<file path="config.mk">
export PLATFORM = sky130hd
export DESIGN_NAME = dlc_line_control
export DESIGN_NICKNAME = d
export VERILOG_FILES = /design/src/logic/dlc_pkg.sv /design/src/logic/dlc_line_control.sv
export SDC_FILE = /design/constraint.sdc
export NUM_CORES = 1
export LEC_CHECK = 0
export ABC_AREA = 1
export BUFFER_PORTS_ARGS = -buffer_cell sky130_fd_sc_hd__buf_2
export CAP_MARGIN = 20
export CORE_UTILIZATION = 45
export DETAILED_ROUTE_END_ITERATION = 7
export GPL_TIMING_DRIVEN = 0
export HOLD_SLACK_MARGIN = 0.12
export PLACE_DENSITY = 0.8
export SLEW_MARGIN = 30
export SYNTH_ARGS = -nofsm -noshare
export SYNTH_HDL_FRONTEND = slang
export SYNTH_SLANG_ARGS = --single-unit
</file>
<file path="constraint.sdc">
create_clock -name clock_in -period 1.7 [get_ports clock_in]
set_input_delay 0.17 -clock clock_in [delete_from_list [all_inputs] [get_ports clock_in]]
set_output_delay 0.17 -clock clock_in [all_outputs]
set_load 0.02 [all_outputs]
</file>
<file path="src/logic/dlc_pkg.sv">
// Register map, field positions and reset values for dialer control.
package dlc_pkg;
    localparam int DLC_ADDR_W = 8;
    localparam logic [7:0] DLC_DIALERIO_ADDR = 8'h00;
    localparam logic [7:0] DLC_IRQ_STAT_ADDR = 8'h04;
    localparam logic [7:0] DLC_IRQ_MASK_ADDR = 8'h08;
    localparam logic [7:0] DLC_VECTOR_ADDR = 8'h0C;
    // Dialer status/control register fields.
    localparam int DLC_BIT_HF_REQ = 0;
    localparam int DLC_BIT_HF_OUT = 1;
    localparam int DLC_BIT_HOLD_REQ = 2;
    localparam int DLC_BIT_HOLD_OUT = 3;
    localparam int DLC_BIT_HOOK = 4;
    localparam int DLC_BIT_LINE_SEL = 5;
    localparam int DLC_BIT_BREAK_FLOAT = 6;
    localparam int DLC_BIT_MUTE_FLOAT = 7;
    // Interrupt status fields.
    localparam int DLC_IRQ_ON_HOOK = 0;
    localparam int DLC_IRQ_OFF_HOOK = 1;
    localparam int DLC_IRQ_HOLD = 2;
    localparam int DLC_IRQ_HF = 3;
    localparam int DLC_IRQ_W = 4;
    localparam logic [7:0] DLC_VECTOR = 8'h18;
    localparam logic [DLC_IRQ_W-1:0] DLC_IRQ_MASK_RST = 4'h0;
    localparam logic DLC_CTRL_RST = 1'b0;
    // Synchroniser reset follows the idle pins: hands-free low, others high.
    localparam logic [2:0] DLC_SYNC_RST = 3'h3;
endpackage : dlc_pkg

</file>
<file path="src/logic/dlc_line_control.sv">
// Dialer line control: hook switch, hold and hands-free keys, APB registers.
// Operation
// - Mute pin open-drain, software controlled
// - Line-break pin set by software only
// - Line-make high means line made
// - Hook rising edge: on-hook, interrupt
// - Hook falling edge: off-hook, clear states, interrupt
// - Hold low pulse: clear hands-free, toggle hold
// - Hold pulses honoured only while line made
// - Hands-free high pulse: clear hold, toggle hands-free
// - Hold state forces line made
// - Hands-free state forces line made
// - Select bit zero holds line-make low
// - Line low when select bit zero, or on-hook with states clear
// - Pin levels readable, control bits writable
module dlc_line_control
    import dlc_pkg::*;
(
    // Clock and reset.
    input wire logic clock_in,
    input wire logic reset_n_in,
    // APB slave.
    input wire logic psel_in,
    input wire logic penable_in,
    input wire logic pwrite_in,
    input wire logic [DLC_ADDR_W-1:0] paddr_in,
    input wire logic [31:0] pwdata_in,
    input wire logic [3:0] pstrb_in,
    output logic [31:0] prdata_out,
    output logic pready_out,
    output logic pslverr_out,
    // Dialer pins.
    input wire logic hook_switch_in,
    input wire logic hold_request_in,
    input wire logic handsfree_request_in,
    output logic line_make_out,
    output logic hold_line_out,
    output logic handsfree_out,
    output logic speech_mute_out,
    output logic speech_mute_oe_n_out,
    output logic line_break_out,
    output logic line_break_oe_n_out,
    // Interrupt.
    output logic irq_out
);
    logic [2:0] meta_q;
    logic [2:0] sync_q;
    logic [2:0] prev_q;
    logic hold_q;
    logic hf_q;
    logic line_sel_q;
    logic break_float_q;
    logic mute_float_q;
    logic [DLC_IRQ_W-1:0] irq_stat_q;
    logic [DLC_IRQ_W-1:0] irq_mask_q;
    logic [DLC_IRQ_W-1:0] irq_evt;
    logic [DLC_IRQ_W-1:0] irq_stat_d;
    logic [DLC_IRQ_W-1:0] irq_mask_d;
    logic hook_rise;
    logic hook_fall;
    logic hold_pulse;
    logic hf_pulse;
    logic line_made;
    logic wr_en;
    logic rd_en;
    logic addr_ok;

    // Index 0 hook switch, 1 hold request, 2 hands-free request.
    always_ff @(posedge clock_in or negedge reset_n_in) begin
        if (!reset_n_in) begin
            meta_q <= DLC_SYNC_RST;
            sync_q <= DLC_SYNC_RST;
            prev_q <= DLC_SYNC_RST;
        end else begin
            meta_q <= {handsfree_request_in, hold_request_in,
                       hook_switch_in};
            sync_q <= meta_q;
            prev_q <= sync_q;
        end
    end

    // Synchroniser flops reset to each pin's idle level, so that reset
    // itself never looks like a key press or a hook edge.
    assign hook_rise = sync_q[0] & ~prev_q[0];
    assign hook_fall = ~sync_q[0] & prev_q[0];
    // A hold pulse is acted on at its trailing (rising) edge.
    assign hold_pulse = sync_q[1] & ~prev_q[1] & line_made;
    // A hands-free pulse is acted on at its trailing (falling) edge.
    assign hf_pulse = ~sync_q[2] & prev_q[2];

    // Line is made while the select bit is set, unless on-hook with both states clear.
    assign line_made = line_sel_q &
        (~sync_q[0] | hold_q | hf_q);

    // A hook fall takes priority over key pulses in the same cycle.
    always_ff @(posedge clock_in or negedge reset_n_in) begin
        if (!reset_n_in) begin
            hold_q <= 1'b0;
            hf_q <= 1'b0;
        end else if (hook_fall) begin
            hold_q <= 1'b0;
            hf_q <= 1'b0;
        end else if (hold_pulse) begin
            hf_q <= 1'b0;
            hold_q <= ~hold_q;
        end else if (hf_pulse) begin
            hold_q <= 1'b0;
            hf_q <= ~hf_q;
        end
    end

    assign hold_line_out = hold_q;
    assign handsfree_out = hf_q;

    // Output flop keeps the line-make pin glitch free.
    always_ff @(posedge clock_in or negedge reset_n_in) begin
        if (!reset_n_in) begin
            line_make_out <= 1'b0;
        end else begin
            line_make_out <= line_made;
        end
    end

    // Open-drain pins pull low whenever their float bit is clear.
    assign speech_mute_out = 1'b0;
    assign speech_mute_oe_n_out = mute_float_q;
    assign line_break_out = 1'b0;
    assign line_break_oe_n_out = break_float_q;

    // APB slave, zero wait states.
    assign pready_out = 1'b1;
    assign addr_ok = (paddr_in == DLC_DIALERIO_ADDR) ||
        (paddr_in == DLC_IRQ_STAT_ADDR) || (paddr_in == DLC_IRQ_MASK_ADDR) ||
        (paddr_in == DLC_VECTOR_ADDR);
    assign pslverr_out = psel_in & penable_in & ~addr_ok;
    assign wr_en = psel_in & penable_in & pwrite_in & pstrb_in[0];
    assign rd_en = psel_in & ~penable_in & ~pwrite_in;

    always_ff @(posedge clock_in or negedge reset_n_in) begin
        if (!reset_n_in) begin
            line_sel_q <= DLC_CTRL_RST;
            break_float_q <= DLC_CTRL_RST;
            mute_float_q <= DLC_CTRL_RST;
            irq_mask_q <= DLC_IRQ_MASK_RST;
        end else if (wr_en) begin
            if (paddr_in == DLC_DIALERIO_ADDR) begin
                line_sel_q <= pwdata_in[DLC_BIT_LINE_SEL];
                break_float_q <= pwdata_in[DLC_BIT_BREAK_FLOAT];
                mute_float_q <= pwdata_in[DLC_BIT_MUTE_FLOAT];
            end
            if (paddr_in == DLC_IRQ_MASK_ADDR) begin
                irq_mask_q <= pwdata_in[DLC_IRQ_W-1:0];
            end
        end
    end

    // New events win over a write-one clear in the same cycle.
    assign irq_evt = {hf_pulse & ~hook_fall, hold_pulse & ~hook_fall,
                      hook_fall, hook_rise};
    // Next values let the pin follow status and mask with no extra lag.
    always_comb begin
        irq_mask_d = irq_mask_q;
        irq_stat_d = irq_stat_q | irq_evt;
        if (wr_en && paddr_in == DLC_IRQ_MASK_ADDR) begin
            irq_mask_d = pwdata_in[DLC_IRQ_W-1:0];
        end
        if (wr_en && paddr_in == DLC_IRQ_STAT_ADDR) begin
            irq_stat_d = (irq_stat_q & ~pwdata_in[DLC_IRQ_W-1:0]) | irq_evt;
        end
    end

    always_ff @(posedge clock_in or negedge reset_n_in) begin
        if (!reset_n_in) begin
            irq_stat_q <= '0;
        end else begin
            irq_stat_q <= irq_stat_d;
        end
    end

    // A set mask bit hides its event from the pin, not from the status.
    always_ff @(posedge clock_in or negedge reset_n_in) begin
        if (!reset_n_in) begin
            irq_out <= 1'b0;
        end else begin
            irq_out <= |(irq_stat_d & ~irq_mask_d);
        end
    end

    // Read data is latched in the setup cycle and valid in the access phase.
    always_ff @(posedge clock_in or negedge reset_n_in) begin
        if (!reset_n_in) begin
            prdata_out <= 32'h0000_0000;
        end else if (rd_en) begin
            unique case (paddr_in)
                DLC_DIALERIO_ADDR: prdata_out <= {24'h00_0000, mute_float_q,
                    break_float_q, line_sel_q, sync_q[0], hold_q, sync_q[1],
                    hf_q, sync_q[2]};
                DLC_IRQ_STAT_ADDR: prdata_out <= {28'h000_0000, irq_stat_q};
                DLC_IRQ_MASK_ADDR: prdata_out <= {28'h000_0000, irq_mask_q};
                DLC_VECTOR_ADDR: prdata_out <= {24'h00_0000, DLC_VECTOR};
                default: prdata_out <= 32'h0000_0000;
            endcase
        end
    end

    property p_fall_clears;
        @(posedge clock_in) disable iff (!reset_n_in)
        hook_fall |=> (!hold_q && !hf_q);
    endproperty
    a_fall_clears: assert property (p_fall_clears)
        else $error("Hook fall did not clear states");

    property p_hold_toggle;
        @(posedge clock_in) disable iff (!reset_n_in)
        (hold_pulse && !hook_fall) |=> (hold_q != $past(hold_q)) && !hf_q;
    endproperty
    a_hold_toggle: assert property (p_hold_toggle)
        else $error("Hold pulse did not toggle hold state");

    property p_hf_toggle;
        @(posedge clock_in) disable iff (!reset_n_in)
        (hf_pulse && !hold_pulse && !hook_fall) |=>
            (hf_q != $past(hf_q)) && !hold_q;
    endproperty
    a_hf_toggle: assert property (p_hf_toggle)
        else $error("Hands-free pulse did not toggle state");

    property p_hold_ignored;
        @(posedge clock_in) disable iff (!reset_n_in)
        (!line_made && !hook_fall && !hf_pulse) |=> $stable(hold_q);
    endproperty
    a_hold_ignored: assert property (p_hold_ignored)
        else $error("Hold state changed while line broken");

    property p_make_states;
        @(posedge clock_in) disable iff (!reset_n_in)
        (line_sel_q && (hold_q || hf_q)) |=> line_make_out;
    endproperty
    a_make_states: assert property (p_make_states)
        else $error("Line not made with hold or hands-free");

    property p_sel_low;
        @(posedge clock_in) disable iff (!reset_n_in)
        !line_sel_q |=> !line_make_out;
    endproperty
    a_sel_low: assert property (p_sel_low)
        else $error("Line made with select bit clear");

    property p_onhook_break;
        @(posedge clock_in) disable iff (!reset_n_in)
        (sync_q[0] && !hold_q && !hf_q) |=> !line_make_out;
    endproperty
    a_onhook_break: assert property (p_onhook_break)
        else $error("Line made while idle on-hook");

    property p_edge_irq;
        @(posedge clock_in) disable iff (!reset_n_in)
        (hook_rise && !irq_mask_d[DLC_IRQ_ON_HOOK]) |=> irq_out;
    endproperty
    a_edge_irq: assert property (p_edge_irq)
        else $error("Hook rise did not raise interrupt");

    property p_break_sw;
        @(posedge clock_in) disable iff (!reset_n_in)
        !(wr_en && paddr_in == DLC_DIALERIO_ADDR) |=>
            $stable(line_break_oe_n_out);
    endproperty
    a_break_sw: assert property (p_break_sw)
        else $error("Line-break pin changed without a write");

    property p_mute_sw;
        @(posedge clock_in) disable iff (!reset_n_in)
        !(wr_en && paddr_in == DLC_DIALERIO_ADDR) |=>
            $stable(speech_mute_oe_n_out);
    endproperty
    a_mute_sw: assert property (p_mute_sw)
        else $error("Mute pin changed without a write");

    property p_fall_irq;
        @(posedge clock_in) disable iff (!reset_n_in)
        hook_fall |=> irq_stat_q[DLC_IRQ_OFF_HOOK];
    endproperty
    a_fall_irq: assert property (p_fall_irq)
        else $error("Hook fall did not set its status bit");

    property p_hold_irq;
        @(posedge clock_in) disable iff (!reset_n_in)
        (hold_pulse && !hook_fall) |=> irq_stat_q[DLC_IRQ_HOLD];
    endproperty
    a_hold_irq: assert property (p_hold_irq)
        else $error("Hold pulse did not set its status bit");

    property p_hf_irq;
        @(posedge clock_in) disable iff (!reset_n_in)
        (hf_pulse && !hook_fall) |=> irq_stat_q[DLC_IRQ_HF];
    endproperty
    a_hf_irq: assert property (p_hf_irq)
        else $error("Hands-free pulse did not set its status bit");

    property p_stat_sticky;
        @(posedge clock_in) disable iff (!reset_n_in)
        !(wr_en && paddr_in == DLC_IRQ_STAT_ADDR) |=>
            ((irq_stat_q & $past(irq_stat_q)) == $past(irq_stat_q));
    endproperty
    a_stat_sticky: assert property (p_stat_sticky)
        else $error("Status bit dropped without a clear write");

    property p_sync_stage;
        @(posedge clock_in) disable iff (!reset_n_in)
        1'b1 |=> (sync_q == $past(meta_q));
    endproperty
    a_sync_stage: assert property (p_sync_stage)
        else $error("Second synchroniser stage skipped");

    property p_offhook_make;
        @(posedge clock_in) disable iff (!reset_n_in)
        (line_sel_q && !sync_q[0]) |=> line_make_out;
    endproperty
    a_offhook_make: assert property (p_offhook_make)
        else $error("Line not made while off-hook");
endmodule : dlc_line_control

</file>
# Yosys cells after proc, flatten, opt, wreduce, memory -nomap -nowiden
# Index checks and enable logic that the tools add are counted.
dict set report classes {
  reduce_logical 10
  n_mul 0
  n_bitwise 32
  n_mux 9
  add_sub_neg 0
  shift 0
  div_mod_pow 0
  n_lt_le_gt_ge 0
  eq_ne 3
}
# operator n
set ops {}
lappend ops {{$pmux W8 S4} 1}
lappend ops {{$eq A8 B4 Y1 const B} 2}
lappend ops {{$and A1 B1 Y1} 14}
lappend ops {{$not A1 Y1} 10}
lappend ops {{$and A4 B4 Y4} 2}
lappend ops {{$eq A8 B3 Y1 const B} 1}
lappend ops {{$logic_not A8 Y1} 1}
lappend ops {{$mux W4} 2}
lappend ops {{$not A4 Y4} 2}
lappend ops {{$or A4 B4 Y4} 2}
lappend ops {{$mux W1} 6}
lappend ops {{$reduce_and A2 Y1} 2}
lappend ops {{$reduce_or A4 Y1} 1}
lappend ops {{$logic_or A1 B1 Y1} 3}
lappend ops {{$reduce_bool A3 Y1} 1}
lappend ops {{$logic_and A1 B1 Y1} 2}
lappend ops {{$or A1 B1 Y1} 2}
dict set report word_totals {
  elab_cells 67
  inputBits 52
  reg_bits 56
  mem_count 0
  output_inout_bits 42
  ramBits 0
  romBits 0
  latchBits 0
}

# Logic depth before layout (Yosys ltp)
# Gate-level depths: netlist (run 1).
dict set report logic_depth {
  ltp_word 10
  depth_mapped 10
  depth_no_buf 10
}

# Worst setup path after synthesis (run 1)
# No wires, ideal clock.
dict set report synth_timing {
  kind {register -> register}
  from {reg prev_q[0]}
  to {reg irq_out}
  arrival_time_ns 1.188
  setup_ns 0.116
  path_stages_with_launch 9
  required_ns 1.584
  period_less_slack_ns 1.304
  path_buffers 0
  setup_slack_ns 0.396
  path_cell_list {dfstp_2 > inv_1 > or2_2 > nand3_1 > nand3_2 > nand2_1 > nand2_1 > inv_1 > nand2_1}
}
dict set report synth_between {
  elab_chain_cells 7
  word_cells_on_any_way 11
  cone_classes {mux (1); bitwise (9); reduce/logical (1)}
}
# item line_no
set synth_lines {}
lappend synth_lines {{start: declaration} dlc_line_control.sv:48} ;# logic [2:0] prev_q;
lappend synth_lines {{start signal: assignment} dlc_line_control.sv:78} ;# prev_q <= sync_q;
lappend synth_lines {{$and A1 B1 Y1 (*)} dlc_line_control.sv:85} ;# assign hook_fall = ~sync_q[0] & prev_q[0];
lappend synth_lines {{$not A1 Y1 (*)} dlc_line_control.sv:158} ;# assign irq_evt = {hf_pulse & ~hook_fall, hold_pulse & ~hook_fall,
lappend synth_lines {{$and A1 B1 Y1 (*)} dlc_line_control.sv:158}
lappend synth_lines {{$or A4 B4 Y4 (on tied branches)} {dlc_line_control.sv:163, dlc_line_control.sv:168}}
lappend synth_lines {{$mux W4 (*)} dlc_line_control.sv:167} ;# if (wr_en && paddr_in == DLC_IRQ_STAT_ADDR) begin
lappend synth_lines {{via irq_stat_d[2]} dlc_line_control.sv:57} ;# logic [DLC_IRQ_W-1:0] irq_stat_d;
lappend synth_lines {{$and A4 B4 Y4 (*)} dlc_line_control.sv:185} ;# irq_out <= |(irq_stat_d & ~irq_mask_d);
lappend synth_lines {{$reduce_or A4 Y1 (*)} dlc_line_control.sv:185}
lappend synth_lines {{end signal: assignment} dlc_line_control.sv:185}
lappend synth_lines {{end: declaration} dlc_line_control.sv:44} ;# output logic irq_out
# Mark *: on every way through the listed nets, which the timed path passes. The rest lies on a longest branch.
# A chain may end at the register's enable or synchronous reset.

# Final worst setup path (run 1)
# Same ends and word-level chain as after synthesis.

==> run_summary.xml, run 1 <==
<?xml version="1.0" encoding="UTF-8"?>
<metrics>
  <group name="power_and_ir_drop">
    <metric name="comb_power_share" unit="">0.138</metric>
    <metric name="netSwitchingPower" unit="uW">436</metric>
    <metric name="vdd_drop_max" unit="mV">0.514</metric>
    <metric name="power.sequential.fraction" unit="">0.435</metric>
    <metric name="switching_share" unit="">0.237</metric>
    <metric name="totalPowerFinal" unit="mW">1.84</metric>
    <metric name="cellPowerDensity" unit="nW/um^2">806</metric>
    <metric name="internal_power" unit="mW">1.41</metric>
    <metric name="power.share.clock" unit="">0.426</metric>
    <metric name="static-leakage-power" unit="nW">1.34</metric>
  </group>
  <group name="timing">
    <metric name="timing_max_transition_violations_final" unit="">0</metric>
    <metric name="finalHoldViolations" unit="">0</metric>
    <metric name="max_slew_margin" unit="">0.535</metric>
    <metric name="setup_viol" unit="">0</metric>
    <metric name="grt_setup_unrepaired" unit="">no</metric>
    <metric name="setup_total_negative_slack" unit="ns">0</metric>
    <metric name="min_period_over_period" unit="">0.826</metric>
    <metric name="worst_slew_pin_slew" unit="ns">0.698</metric>
    <metric name="clock.fmax" unit="GHz">0.712</metric>
    <metric name="finalCriticalPeriod" unit="ns">1.41</metric>
    <metric name="finalClockSkew" unit="ns">0.00495</metric>
  </group>
  <group name="yosys">
    <metric name="synth_sequential_area_ratio" unit="">0.455</metric>
    <metric name="post_synth_inst_count" unit="">210</metric>
    <metric name="netlist-cell-type-count" unit="">29</metric>
    <metric name="synth.top_cell.area_share" unit="">0.366</metric>
    <metric name="yosys_register_bits" unit="">32</metric>
    <metric name="syn_avg_cell_area" unit="um^2">8.45</metric>
    <metric name="synth_enable_flop_cells" unit="">0</metric>
    <metric name="synthesis.area" unit="um^2">1780</metric>
    <metric name="synth_largest_area_cell" unit="">dfrtp_1</metric>
    <metric name="synthFlopType" unit="">dfrtp_1</metric>
    <metric name="synthesis.yosys.warnings" unit="">0</metric>
    <metric name="async_flop_share" unit="">1.00</metric>
    <metric name="synth.top_cells.by_area" unit="">dfrtp_1 37%, nand2_1 12%, buf_4 11%</metric>
  </group>
  <group name="global_route">
    <metric name="grt_antenna_before_repair" unit="">0</metric>
    <metric name="grtUsageTotal" unit="">0.182</metric>
    <metric name="grt.overflow.total" unit="">0</metric>
    <metric name="via_count_of_the_first_global_routing_pass" unit="">1425</metric>
    <metric name="grt_first_pass_wirelength" unit="um">5700</metric>
    <metric name="grt_max_degree" unit="">33</metric>
  </group>
  <group name="drt">
    <metric name="routed-via-count" unit="">1408</metric>
    <metric name="violation_count_after_the_first_detailed_route_iteration" unit="">43</metric>
    <metric name="drt-vias-per-instance" unit="">4.23</metric>
    <metric name="routed_wirelength" unit="um">3280</metric>
    <metric name="routed_wire_length_per_instance" unit="um">9.84</metric>
    <metric name="drc_errors" unit="">0</metric>
    <metric name="firstDrtPassIters" unit="">4</metric>
    <metric name="antenna_violating_nets_left" unit="">0</metric>
  </group>
  <group name="die">
    <metric name="die-width" unit="um">64.8</metric>
    <metric name="placementRows" unit="">22</metric>
    <metric name="fp.coreArea" unit="um^2">3720</metric>
    <metric name="io-pin-count" unit="">94</metric>
    <metric name="die-height" unit="um">64.8</metric>
    <metric name="initial_core_util" unit="">0.478</metric>
    <metric name="dieArea" unit="um^2">4200</metric>
  </group>
  <group name="placed_design">
    <metric name="final_weighted_congestion_in_routability_driven_placement" unit="">0.813</metric>
    <metric name="buffer_ports.inserted" unit="">38</metric>
    <metric name="place_hpwl" unit="um">2560</metric>
  </group>
  <group name="cts">
    <metric name="htree_num_levels" unit="">2</metric>
    <metric name="post_cts_resize_count" unit="">0</metric>
    <metric name="worst_skew_pair_later_pin_latency" unit="ns">0.29</metric>
    <metric name="tritoncts" unit="">built</metric>
    <metric name="cts.sink_count" unit="">32</metric>
    <metric name="clkSlewWorstSetupHoldPaths" unit="ns">0.06</metric>
    <metric name="cts-root-to-sink-buffers" unit="">2</metric>
    <metric name="tritoncts.num_buffers" unit="">5</metric>
    <metric name="ctsRootBufferMaster" unit="">clkbuf_8</metric>
  </group>
  <group name="worst_setup_path">
    <metric name="worst_setup_path_start_kind" unit="">register</metric>
    <metric name="timing.reg2reg.worst_path_depth" unit="">8</metric>
    <metric name="crit_type" unit="">reg2reg</metric>
    <metric name="ff2ff_setup_slack" unit="ns">0.29</metric>
    <metric name="cp_data_arrival_time" unit="ns">1.59</metric>
    <metric name="crit_path_max_fanout" unit="">4</metric>
    <metric name="cp-end-kind" unit="">register</metric>
    <metric name="cp.required" unit="ns">1.88</metric>
    <metric name="regToRegStartpoint" unit="">prev_q[0]</metric>
    <metric name="rr_endpoint" unit="">irq_out</metric>
  </group>
  <group name="flow_run">
    <metric name="drv_cap" unit="">0</metric>
  </group>
  <group name="hold_path">
    <metric name="hold_path_depth" unit="">3</metric>
    <metric name="min-delay-path-class" unit="">in2reg</metric>
    <metric name="min_from" unit="">pwdata_in[6]</metric>
    <metric name="hold_path_end" unit="">line_break_oe_n_out</metric>
  </group>
  <group name="finish">
    <metric name="finish.net_count" unit="">336</metric>
    <metric name="diode_insertion_count_for_antenna_repair" unit="">0</metric>
    <metric name="area.growth.synth_to_final" unit="%">28.8</metric>
    <metric name="post_route_cells_drive_above_1_share" unit="">0.351</metric>
  </group>
  <group name="run_status">
    <metric name="status" unit="">finished clean</metric>
  </group>
</metrics>
## layout make-up
type	instances	area, um^2
Clock buffer	7	96.3
Buffer	29	214
Timing Repair Buffer	42	230
Fill cell	336	1430
Multi-Input combinational cell	143	731
Inverter	31	116
Clock inverter	1	30.0
Sequential cell	32	808
Tap cell	48	60.1
## per-stage QoR
stage               hold WS [ns]  worst slack (ns)  area (um^2)  cells   util
CTS                        0.127             0.294         2290    333  0.615
floorplan                 -0.126             0.396         1870    235      -
global route               0.150             0.195         2290    333  0.615
global placement           0.249             0.297         2120    321  0.570
finish                     0.136             0.295         2290    333  0.615
detailed placement         0.262             0.312         2120    321  0.570
## sequential cells by signal, summed over array words and instances, names as in the netlist, 3 cells and up
register / flops
irq_stat_q: 4
prdata_out: 8
irq_mask_q: 4
meta_q: 3
sync_q: 3
prev_q: 3
## critical path, cell delays in order, from the launching register on
cell,delay [ns]
dfstp_2,0.51
inv_1,0.04
or2_2,0.31
nand3_1,0.15
nand3_2,0.10
nand2_1,0.06
nand2_1,0.05
inv_1,0.04
nand2_1,0.04
## repair_timing
item / CTS / global route
setup buffers: 0 / 0
hold endpoints to repair: 29 / 0
hold buffers: 4 / 0
## cells in the final DEF (no fill, tap or decap), drive strengths merged, types with 2 or more instances in the layout
cell | netlist | routed
buf | 27 | 65
nand2 | 58 | 58
inv | 31 | 31
conb | 2 | 27
dfrtp | 26 | 26
nor2 | 19 | 19
nand3 | 14 | 14
clkbuf | 2 | 9
dfstp | 6 | 6
nand3b | 5 | 5
o21ai | 5 | 5
a21oi | 4 | 4
dlygate4sd3 | 0 | 4
o31ai | 3 | 3
nor3 | 2 | 2
nand4 | 2 | 2
## cells by family after synthesis
kind of cell	after synthesis	synth area share
AO/OA/AOI/OAI	14	0.0458
buffers and inverters	60	0.186
flip-flops	32	0.455
other	2	0.00423
AND/OR/NAND/NOR	102	0.309
## how the worst max path moves through the flow
stage | endpoint | cells past startpoint | startpoint
after floorplan | irq_out | 8 | prev_q[0]
after global placement | irq_out | 8 | prev_q[0]
after detailed placement | irq_out | 8 | prev_q[0]
after CTS | irq_out | 8 | prev_q[0]
after global routing | irq_out | 8 | prev_q[0]
final | irq_out | 8 | prev_q[0]
## power groups by stage
stage                     clock, mW  sequential [mW]  combinational [mW]
after floorplan                   0            0.827               0.162
after global placement            0            0.815               0.244
after detailed placement          0            0.815               0.247
after CTS                     0.808            0.802               0.255
after global routing          0.838            0.804               0.280
final                         0.785            0.802               0.255
## synthesized netlist by cell type, types with 3 or more instances
cell type and n:
a21oi_1 4, buf_4 27, dfrtp_1 26, dfstp_2 6, inv_1 28, inv_2 3, nand2_1 55, nand3_1 8
nand3_2 5, nand3b_1 5, nor2_1 12, nor2_4 3, o21ai_0 3, o31ai_1 3
## layer usage
layer,global-route usage,wire [um]
met4,0.0694,55
met5,0,0
met2,0.326,1630
met1,0.192,1400
met3,0.0669,189
(Power assumes the default switching activity.)
==> run 2, diff against run 1 <==
==> constraint.sdc (replaced) <==
create_clock -name clock_in -period 1.45 [get_ports clock_in]
set_input_delay 0.145 -clock clock_in [delete_from_list [all_inputs] [get_ports clock_in]]
set_output_delay 0.145 -clock clock_in [all_outputs]
set_load 0.02 [all_outputs]
==> run 2 against run 1 <==
Global-route usage is the same. Clock power grew 17%. First-iteration DRC count shrank 14%. Sequential share of layout area shrank 0.42 points. Critical endpoint unchanged. Maximum frequency grew 9.4%. Die area is the same. Highest routed layer unchanged. Clock-buffer cell count is the same. Sequential cell count is the same. Non-clock buffer count grew 2. Via count is essentially flat. Cell area grew 1.2%. Final cell count grew 0.60%.
==> run_summary.xml, run 2 (synthesis results as in run 1) <==
<?xml version="1.0" encoding="UTF-8"?>
<metrics>
  <group name="finish">
    <metric name="layout_commonest_cell" unit="">nand2_1</metric>
    <metric name="fillers" unit="">332</metric>
    <metric name="top_register" unit="">prdata_out</metric>
    <metric name="finish.net_count" unit="">338</metric>
    <metric name="final_cell_mix" unit="">55 x nand2_1, 38 x buf_2, 28 x inv_1</metric>
    <metric name="area.growth.synth_to_final" unit="%">30.3</metric>
    <metric name="top_flop_regs" unit="">prdata_out: 8 flops, irq_mask_q: 4 flops, irq_stat_q: 4 flops</metric>
    <metric name="post_route_cells_drive_above_1_share" unit="">0.352</metric>
    <metric name="largest_reg_flops" unit="">8</metric>
    <metric name="layout.core_utilization" unit="">0.623</metric>
    <metric name="diode_insertion_count_for_antenna_repair" unit="">0</metric>
  </group>
  <group name="worst_setup_path">
    <metric name="cp.buffers_inverters" unit="">2</metric>
    <metric name="critPathSlowestCell" unit="">dfstp_2</metric>
    <metric name="critical_path_depth" unit="">8</metric>
    <metric name="worstPathCellList" unit="">inv_1 -&gt; or2_4 -&gt; nand3_2 -&gt; nand3_2 -&gt; nand2_1 -&gt; nand2_1 -&gt; inv_1 -&gt; nand2_1</metric>
    <metric name="path_common_cell" unit="">nand2_1</metric>
    <metric name="worst_setup_path_start_kind" unit="">register</metric>
    <metric name="timing.reg2reg.worst_path_depth" unit="">8</metric>
    <metric name="crit_family" unit="">simple AND/OR/NAND/NOR gates</metric>
    <metric name="cp.required" unit="ns">1.63</metric>
    <metric name="cp_data_arrival_time" unit="ns">1.47</metric>
    <metric name="cp-end-kind" unit="">register</metric>
    <metric name="crit_type" unit="">reg2reg</metric>
    <metric name="crit_path_max_fanout" unit="">4</metric>
    <metric name="timing.critical_path.slowest_cell_delay" unit="ns">0.51</metric>
  </group>
  <group name="power_and_ir_drop">
    <metric name="static-leakage-power" unit="nW">1.35</metric>
    <metric name="vdd_drop_max" unit="mV">0.603</metric>
    <metric name="cellPowerDensity" unit="nW/um^2">936</metric>
  </group>
  <group name="drt">
    <metric name="violation_count_after_the_first_detailed_route_iteration" unit="">37</metric>
    <metric name="drt-vias-per-instance" unit="">4.21</metric>
    <metric name="routed-via-count" unit="">1409</metric>
    <metric name="antenna_violating_nets_left" unit="">0</metric>
    <metric name="routed_wirelength" unit="um">3300</metric>
    <metric name="drc_errors" unit="">0</metric>
    <metric name="routed_wire_length_per_instance" unit="um">9.84</metric>
    <metric name="firstDrtPassIters" unit="">4</metric>
  </group>
  <group name="placed_design">
    <metric name="buffer_ports.inserted" unit="">38</metric>
    <metric name="place_hpwl" unit="um">2560</metric>
    <metric name="final_weighted_congestion_in_routability_driven_placement" unit="">0.813</metric>
  </group>
  <group name="timing">
    <metric name="clock.fmax" unit="GHz">0.779</metric>
    <metric name="grt_setup_unrepaired" unit="">no</metric>
    <metric name="finalClockSkew" unit="ns">0.00507</metric>
    <metric name="setup_viol" unit="">0</metric>
    <metric name="finalCriticalPeriod" unit="ns">1.28</metric>
    <metric name="worst_slew_pin_slew" unit="ns">0.699</metric>
    <metric name="max_slew_margin" unit="">0.534</metric>
    <metric name="setup_total_negative_slack" unit="ns">0</metric>
    <metric name="min_period_over_period" unit="">0.886</metric>
    <metric name="timing_max_transition_violations_final" unit="">0</metric>
    <metric name="finalHoldViolations" unit="">0</metric>
  </group>
  <group name="die">
    <metric name="die-width" unit="um">64.8</metric>
    <metric name="initial_core_util" unit="">0.478</metric>
    <metric name="placementRows" unit="">22</metric>
    <metric name="io-pin-count" unit="">94</metric>
    <metric name="fp.coreArea" unit="um^2">3720</metric>
    <metric name="dieArea" unit="um^2">4200</metric>
    <metric name="die-height" unit="um">64.8</metric>
  </group>
  <group name="global_route">
    <metric name="grtUsageTotal" unit="">0.182</metric>
    <metric name="grt_antenna_before_repair" unit="">0</metric>
    <metric name="grt_max_degree" unit="">33</metric>
    <metric name="grt_first_pass_wirelength" unit="um">5700</metric>
    <metric name="via_count_of_the_first_global_routing_pass" unit="">1425</metric>
    <metric name="grt.overflow.total" unit="">0</metric>
  </group>
  <group name="cts">
    <metric name="htree_num_levels" unit="">2</metric>
    <metric name="tritoncts.num_buffers" unit="">5</metric>
    <metric name="tritoncts" unit="">built</metric>
    <metric name="worst_skew_pair_later_pin_latency" unit="ns">0.29</metric>
    <metric name="ctsRootBufferMaster" unit="">clkbuf_8</metric>
    <metric name="cts.sink_count" unit="">32</metric>
    <metric name="cts-root-to-sink-buffers" unit="">2</metric>
    <metric name="postCtsSetupRepairBufs" unit="">0</metric>
    <metric name="clkSlewWorstSetupHoldPaths" unit="ns">0.06</metric>
  </group>
  <group name="run_status">
    <metric name="status" unit="">finished clean</metric>
  </group>
  <group name="hold_path">
    <metric name="min-delay-path-class" unit="">in2reg</metric>
    <metric name="hold_path_depth" unit="">3</metric>
  </group>
  <group name="flow_run">
    <metric name="drv_cap" unit="">0</metric>
  </group>
</metrics>
==> run 2: changes by cell type in the layout (fill, tap and decap cells not counted) <==
cell           before  now
nand3_2             5    6
dlygate4sd3_1       4    6
or2_2               1    0
or2_4               0    1
nand3_1             8    7
==> run 2: worst paths after layout <==
check	from	to	slack [ns]
min reg2reg	meta_q[2]	sync_q[2]	0.35
max	prev_q[0]	irq_out	0.17
min	pwdata_in[7]	speech_mute_oe_n_out	0.13
min in group asynchronous	reset_n_in	prdata_out[6]	0.44
max reg2reg	prev_q[0]	irq_out	0.17
max in group asynchronous	reset_n_in	prdata_out[3]	0.56
==> run 2: repair_timing <==
action                                 CTS  global route
gates resized for setup                  0             2
setup endpoints to repair                0             1
hold buffers                             6             0
endpoints found under the hold margin   31             0
==> run 2: report_power, final <==
part,switching (mW),internal [mW]
logic,0.185,0.121
registers,0.0143,0.926
clock network,0.314,0.606
==> run 2: worst register-to-register path: cells and delay by family, from the launching register on <==
kind | cells | cell delay (ns)
buf+inv | 2 | 0.08
flops | 1 | 0.51
simple gates | 6 | 0.59
==> run 2: cell type report <==
type	count	area [um^2]	area share
Clock inverter	1	30.0	0.0130
Inverter	31	116	0.0503
Sequential cell	32	808	0.349
Clock buffer	7	96.3	0.0416
Timing Repair Buffer	44	250	0.108
Multi-Input combinational cell	143	738	0.319
Buffer	29	214	0.0925
Tap cell	48	60.1	0.0260
==> run 2: stage by stage <==
step / std cells / total power [mW] / hold WS (ns) / worst slack, ns / cell area (um^2)
finish: 335 / 2.17 / 0.131 / 0.166 / 2310
global route: 335 / 2.26 / 0.155 / 0.0807 / 2310
CTS: 335 / 2.19 / 0.135 / 0.0441 / 2310
detailed placement: 321 / 1.25 / 0.237 / 0.0622 / 2120
global placement: 321 / 1.24 / 0.224 / 0.0473 / 2120
floorplan: 235 / 1.16 / -0.151 / 0.146 / 1870
==> run 2: layer usage <==
metal  up-vias  GRT usage  wire length [um]
met4         0     0.0694                52
li1        743          -                 -
met2        42      0.326              1640
met1       618      0.192              1410
met5         -          0                 0
met3         6     0.0669               186
==> run 3, diff against run 2 <==
--- a/config.mk
+++ b/config.mk
@@ -12,6 +12,7 @@
 export DETAILED_ROUTE_END_ITERATION = 7
 export GPL_TIMING_DRIVEN = 0
 export HOLD_SLACK_MARGIN = 0.12
+export MAX_ROUTING_LAYER = met4
 export PLACE_DENSITY = 0.8
 export SLEW_MARGIN = 30
 export SYNTH_ARGS = -nofsm -noshare
==> constraint.sdc (replaced) <==
create_clock -name clock_in -period 1.6 [get_ports clock_in]
set_input_delay 0.16 -clock clock_in [delete_from_list [all_inputs] [get_ports clock_in]]
set_output_delay 0.16 -clock clock_in [all_outputs]
set_load 0.02 [all_outputs]
==> run 3 against run 2 <==
Hold slack improved by 0.012 ns. Maximum frequency decreased by 8.7%. Final cell count decreased by 0.30%. Critical path type unchanged. Critical endpoint unchanged. Largest power group unchanged.
==> run_summary.xml, run 3 (synthesis results as in run 1) <==
<?xml version="1.0" encoding="UTF-8"?>
<metrics>
  <group name="timing">
    <metric name="finalHoldViolations" unit="">0</metric>
    <metric name="grt_setup_unrepaired" unit="">no</metric>
    <metric name="worst_slew_pin_slew" unit="ns">0.700</metric>
    <metric name="min_period_over_period" unit="">0.879</metric>
    <metric name="setup_total_negative_slack" unit="ns">0</metric>
    <metric name="finalCriticalPeriod" unit="ns">1.41</metric>
    <metric name="clock.fmax" unit="GHz">0.711</metric>
    <metric name="setup_viol" unit="">0</metric>
    <metric name="max_slew_margin" unit="">0.534</metric>
    <metric name="finalClockSkew" unit="ns">0.00494</metric>
    <metric name="timing_max_transition_violations_final" unit="">0</metric>
  </group>
  <group name="placed_design">
    <metric name="place_hpwl" unit="um">2560</metric>
    <metric name="final_weighted_congestion_in_routability_driven_placement" unit="">0.825</metric>
    <metric name="buffer_ports.inserted" unit="">38</metric>
  </group>
  <group name="worst_setup_path">
    <metric name="cp_data_arrival_time" unit="ns">1.59</metric>
    <metric name="worst_setup_path_start_kind" unit="">register</metric>
    <metric name="crit_path_max_fanout" unit="">4</metric>
    <metric name="critical_path.startpoint" unit="">prev_q[0]</metric>
    <metric name="crit_type" unit="">reg2reg</metric>
    <metric name="ff2ff_setup_slack" unit="ns">0.19</metric>
    <metric name="rr_endpoint" unit="">irq_out</metric>
    <metric name="regToRegStartpoint" unit="">prev_q[0]</metric>
    <metric name="timing.reg2reg.worst_path_depth" unit="">8</metric>
    <metric name="cp.required" unit="ns">1.78</metric>
    <metric name="cp-end-kind" unit="">register</metric>
  </group>
  <group name="power_and_ir_drop">
    <metric name="cellPowerDensity" unit="nW/um^2">853</metric>
    <metric name="totalPowerFinal" unit="mW">1.96</metric>
    <metric name="static-leakage-power" unit="nW">1.34</metric>
    <metric name="vdd_drop_max" unit="mV">0.546</metric>
  </group>
  <group name="cts">
    <metric name="ctsRootBufferMaster" unit="">clkbuf_8</metric>
    <metric name="cts-root-to-sink-buffers" unit="">2</metric>
    <metric name="tritoncts" unit="">built</metric>
    <metric name="htree_num_levels" unit="">2</metric>
    <metric name="postCtsSetupRepairBufs" unit="">0</metric>
    <metric name="cts.sink_count" unit="">32</metric>
    <metric name="clkSlewWorstSetupHoldPaths" unit="ns">0.06</metric>
    <metric name="worst_skew_pair_later_pin_latency" unit="ns">0.29</metric>
    <metric name="tritoncts.num_buffers" unit="">5</metric>
  </group>
  <group name="die">
    <metric name="initial_core_util" unit="">0.478</metric>
    <metric name="fp.coreArea" unit="um^2">3720</metric>
    <metric name="io-pin-count" unit="">94</metric>
    <metric name="placementRows" unit="">22</metric>
    <metric name="die-height" unit="um">64.8</metric>
    <metric name="die-width" unit="um">64.8</metric>
    <metric name="dieArea" unit="um^2">4200</metric>
  </group>
  <group name="global_route">
    <metric name="grt_antenna_before_repair" unit="">0</metric>
    <metric name="grtUsageTotal" unit="">0.186</metric>
    <metric name="grt.overflow.total" unit="">0</metric>
    <metric name="grt_first_pass_wirelength" unit="um">5680</metric>
    <metric name="via_count_of_the_first_global_routing_pass" unit="">1415</metric>
    <metric name="grt_max_degree" unit="">33</metric>
  </group>
  <group name="finish">
    <metric name="largest_reg_flops" unit="">8</metric>
    <metric name="diode_insertion_count_for_antenna_repair" unit="">0</metric>
    <metric name="multi_input_comb_area" unit="um^2">731</metric>
    <metric name="area.growth.synth_to_final" unit="%">29.3</metric>
    <metric name="post_route_cells_drive_above_1_share" unit="">0.350</metric>
    <metric name="layout.core_utilization" unit="">0.618</metric>
    <metric name="top_register" unit="">prdata_out</metric>
    <metric name="final_cell_mix" unit="">55 x nand2_1, 38 x buf_2, 28 x inv_1</metric>
    <metric name="finish.net_count" unit="">337</metric>
    <metric name="fillers" unit="">335</metric>
    <metric name="ff_latch_area" unit="um^2">808</metric>
    <metric name="layout_commonest_cell" unit="">nand2_1</metric>
    <metric name="top_flop_regs" unit="">prdata_out: 8 flops, irq_mask_q: 4 flops, irq_stat_q: 4 flops</metric>
  </group>
  <group name="drt">
    <metric name="drt-vias-per-instance" unit="">4.20</metric>
    <metric name="drc_errors" unit="">0</metric>
    <metric name="firstDrtPassIters" unit="">4</metric>
    <metric name="violation_count_after_the_first_detailed_route_iteration" unit="">42</metric>
    <metric name="antenna_violating_nets_left" unit="">0</metric>
    <metric name="routed-via-count" unit="">1404</metric>
    <metric name="routed_wire_length_per_instance" unit="um">9.84</metric>
    <metric name="routed_wirelength" unit="um">3290</metric>
  </group>
  <group name="flow_run">
    <metric name="drv_cap" unit="">0</metric>
  </group>
  <group name="hold_path">
    <metric name="min-delay-path-class" unit="">in2reg</metric>
    <metric name="min_from" unit="">pwdata_in[5]</metric>
    <metric name="hold_path_depth" unit="">3</metric>
    <metric name="hold_path_end" unit="">line_sel_q</metric>
  </group>
  <group name="run_status">
    <metric name="status" unit="">finished clean</metric>
  </group>
</metrics>
[run 3: cell count changes in the layout (fill, tap and decap cells not counted), sizes merged]
cell,change
dlygate4sd3,-1
[run 3: layer usage]
layer | track usage | wire, um | share of wire | up-vias
li1 | - | - | - | 742
met1 | 0.192 | 1410 | 0.43 | 613
met2 | 0.323 | 1640 | 0.50 | 45
met3 | 0.0669 | 196 | 0.060 | 4
met4 | 0.0694 | 36 | 0.011 | 0
met5 | - | 0 | 0 | -
[run 3: layout make-up]
type                            count  area share
Buffer                             29      0.0932
Sequential cell                    32       0.352
Tap cell                           48      0.0262
Timing Repair Buffer               43       0.105
Inverter                           31      0.0507
Clock inverter                      1      0.0131
Multi-Input combinational cell    143       0.318
Clock buffer                        7      0.0420
[run 3: report_power, final]
group	switching, mW	internal (mW)	leakage [nW]
combinational	0.166	0.107	0.920
sequential	0.0128	0.839	0.357
clock	0.285	0.549	0.0645
[run 3: critical path, stage by stage (launching register included)]
cell and delay [ns]:
dfstp_2 0.51, inv_1 0.04, or2_2 0.31, nand3_1 0.15, nand3_2 0.10, nand2_1 0.06
nand2_1 0.05, inv_1 0.04, nand2_1 0.04
[run 3: worst max path at each step]
stage | end | cells after the start | slack, ns
6_report | irq_out | 8 | 0.19
5_1_grt | irq_out | 8 | 0.1
4_1_cts | irq_out | 8 | 0.19
3_5_place_dp | irq_out | 8 | 0.21
3_3_place_gp | irq_out | 8 | 0.20
2_1_floorplan | irq_out | 8 | 0.30
[run 3: per-stage QoR]
step / setup WS, ns / std cells / hold slack (ns) / area (um^2)
floorplan: 0.296 / 235 / -0.136 / 1870
global placement: 0.197 / 321 / 0.239 / 2120
detailed placement: 0.212 / 321 / 0.252 / 2120
CTS: 0.194 / 334 / 0.133 / 2300
global route: 0.0953 / 334 / 0.154 / 2300
finish: 0.194 / 334 / 0.143 / 2300
[run 3: repair_timing]
action | CTS | global route
hold endpoints to repair | 30 | 0
hold buffers | 5 | 0
resized for setup | 0 | 0
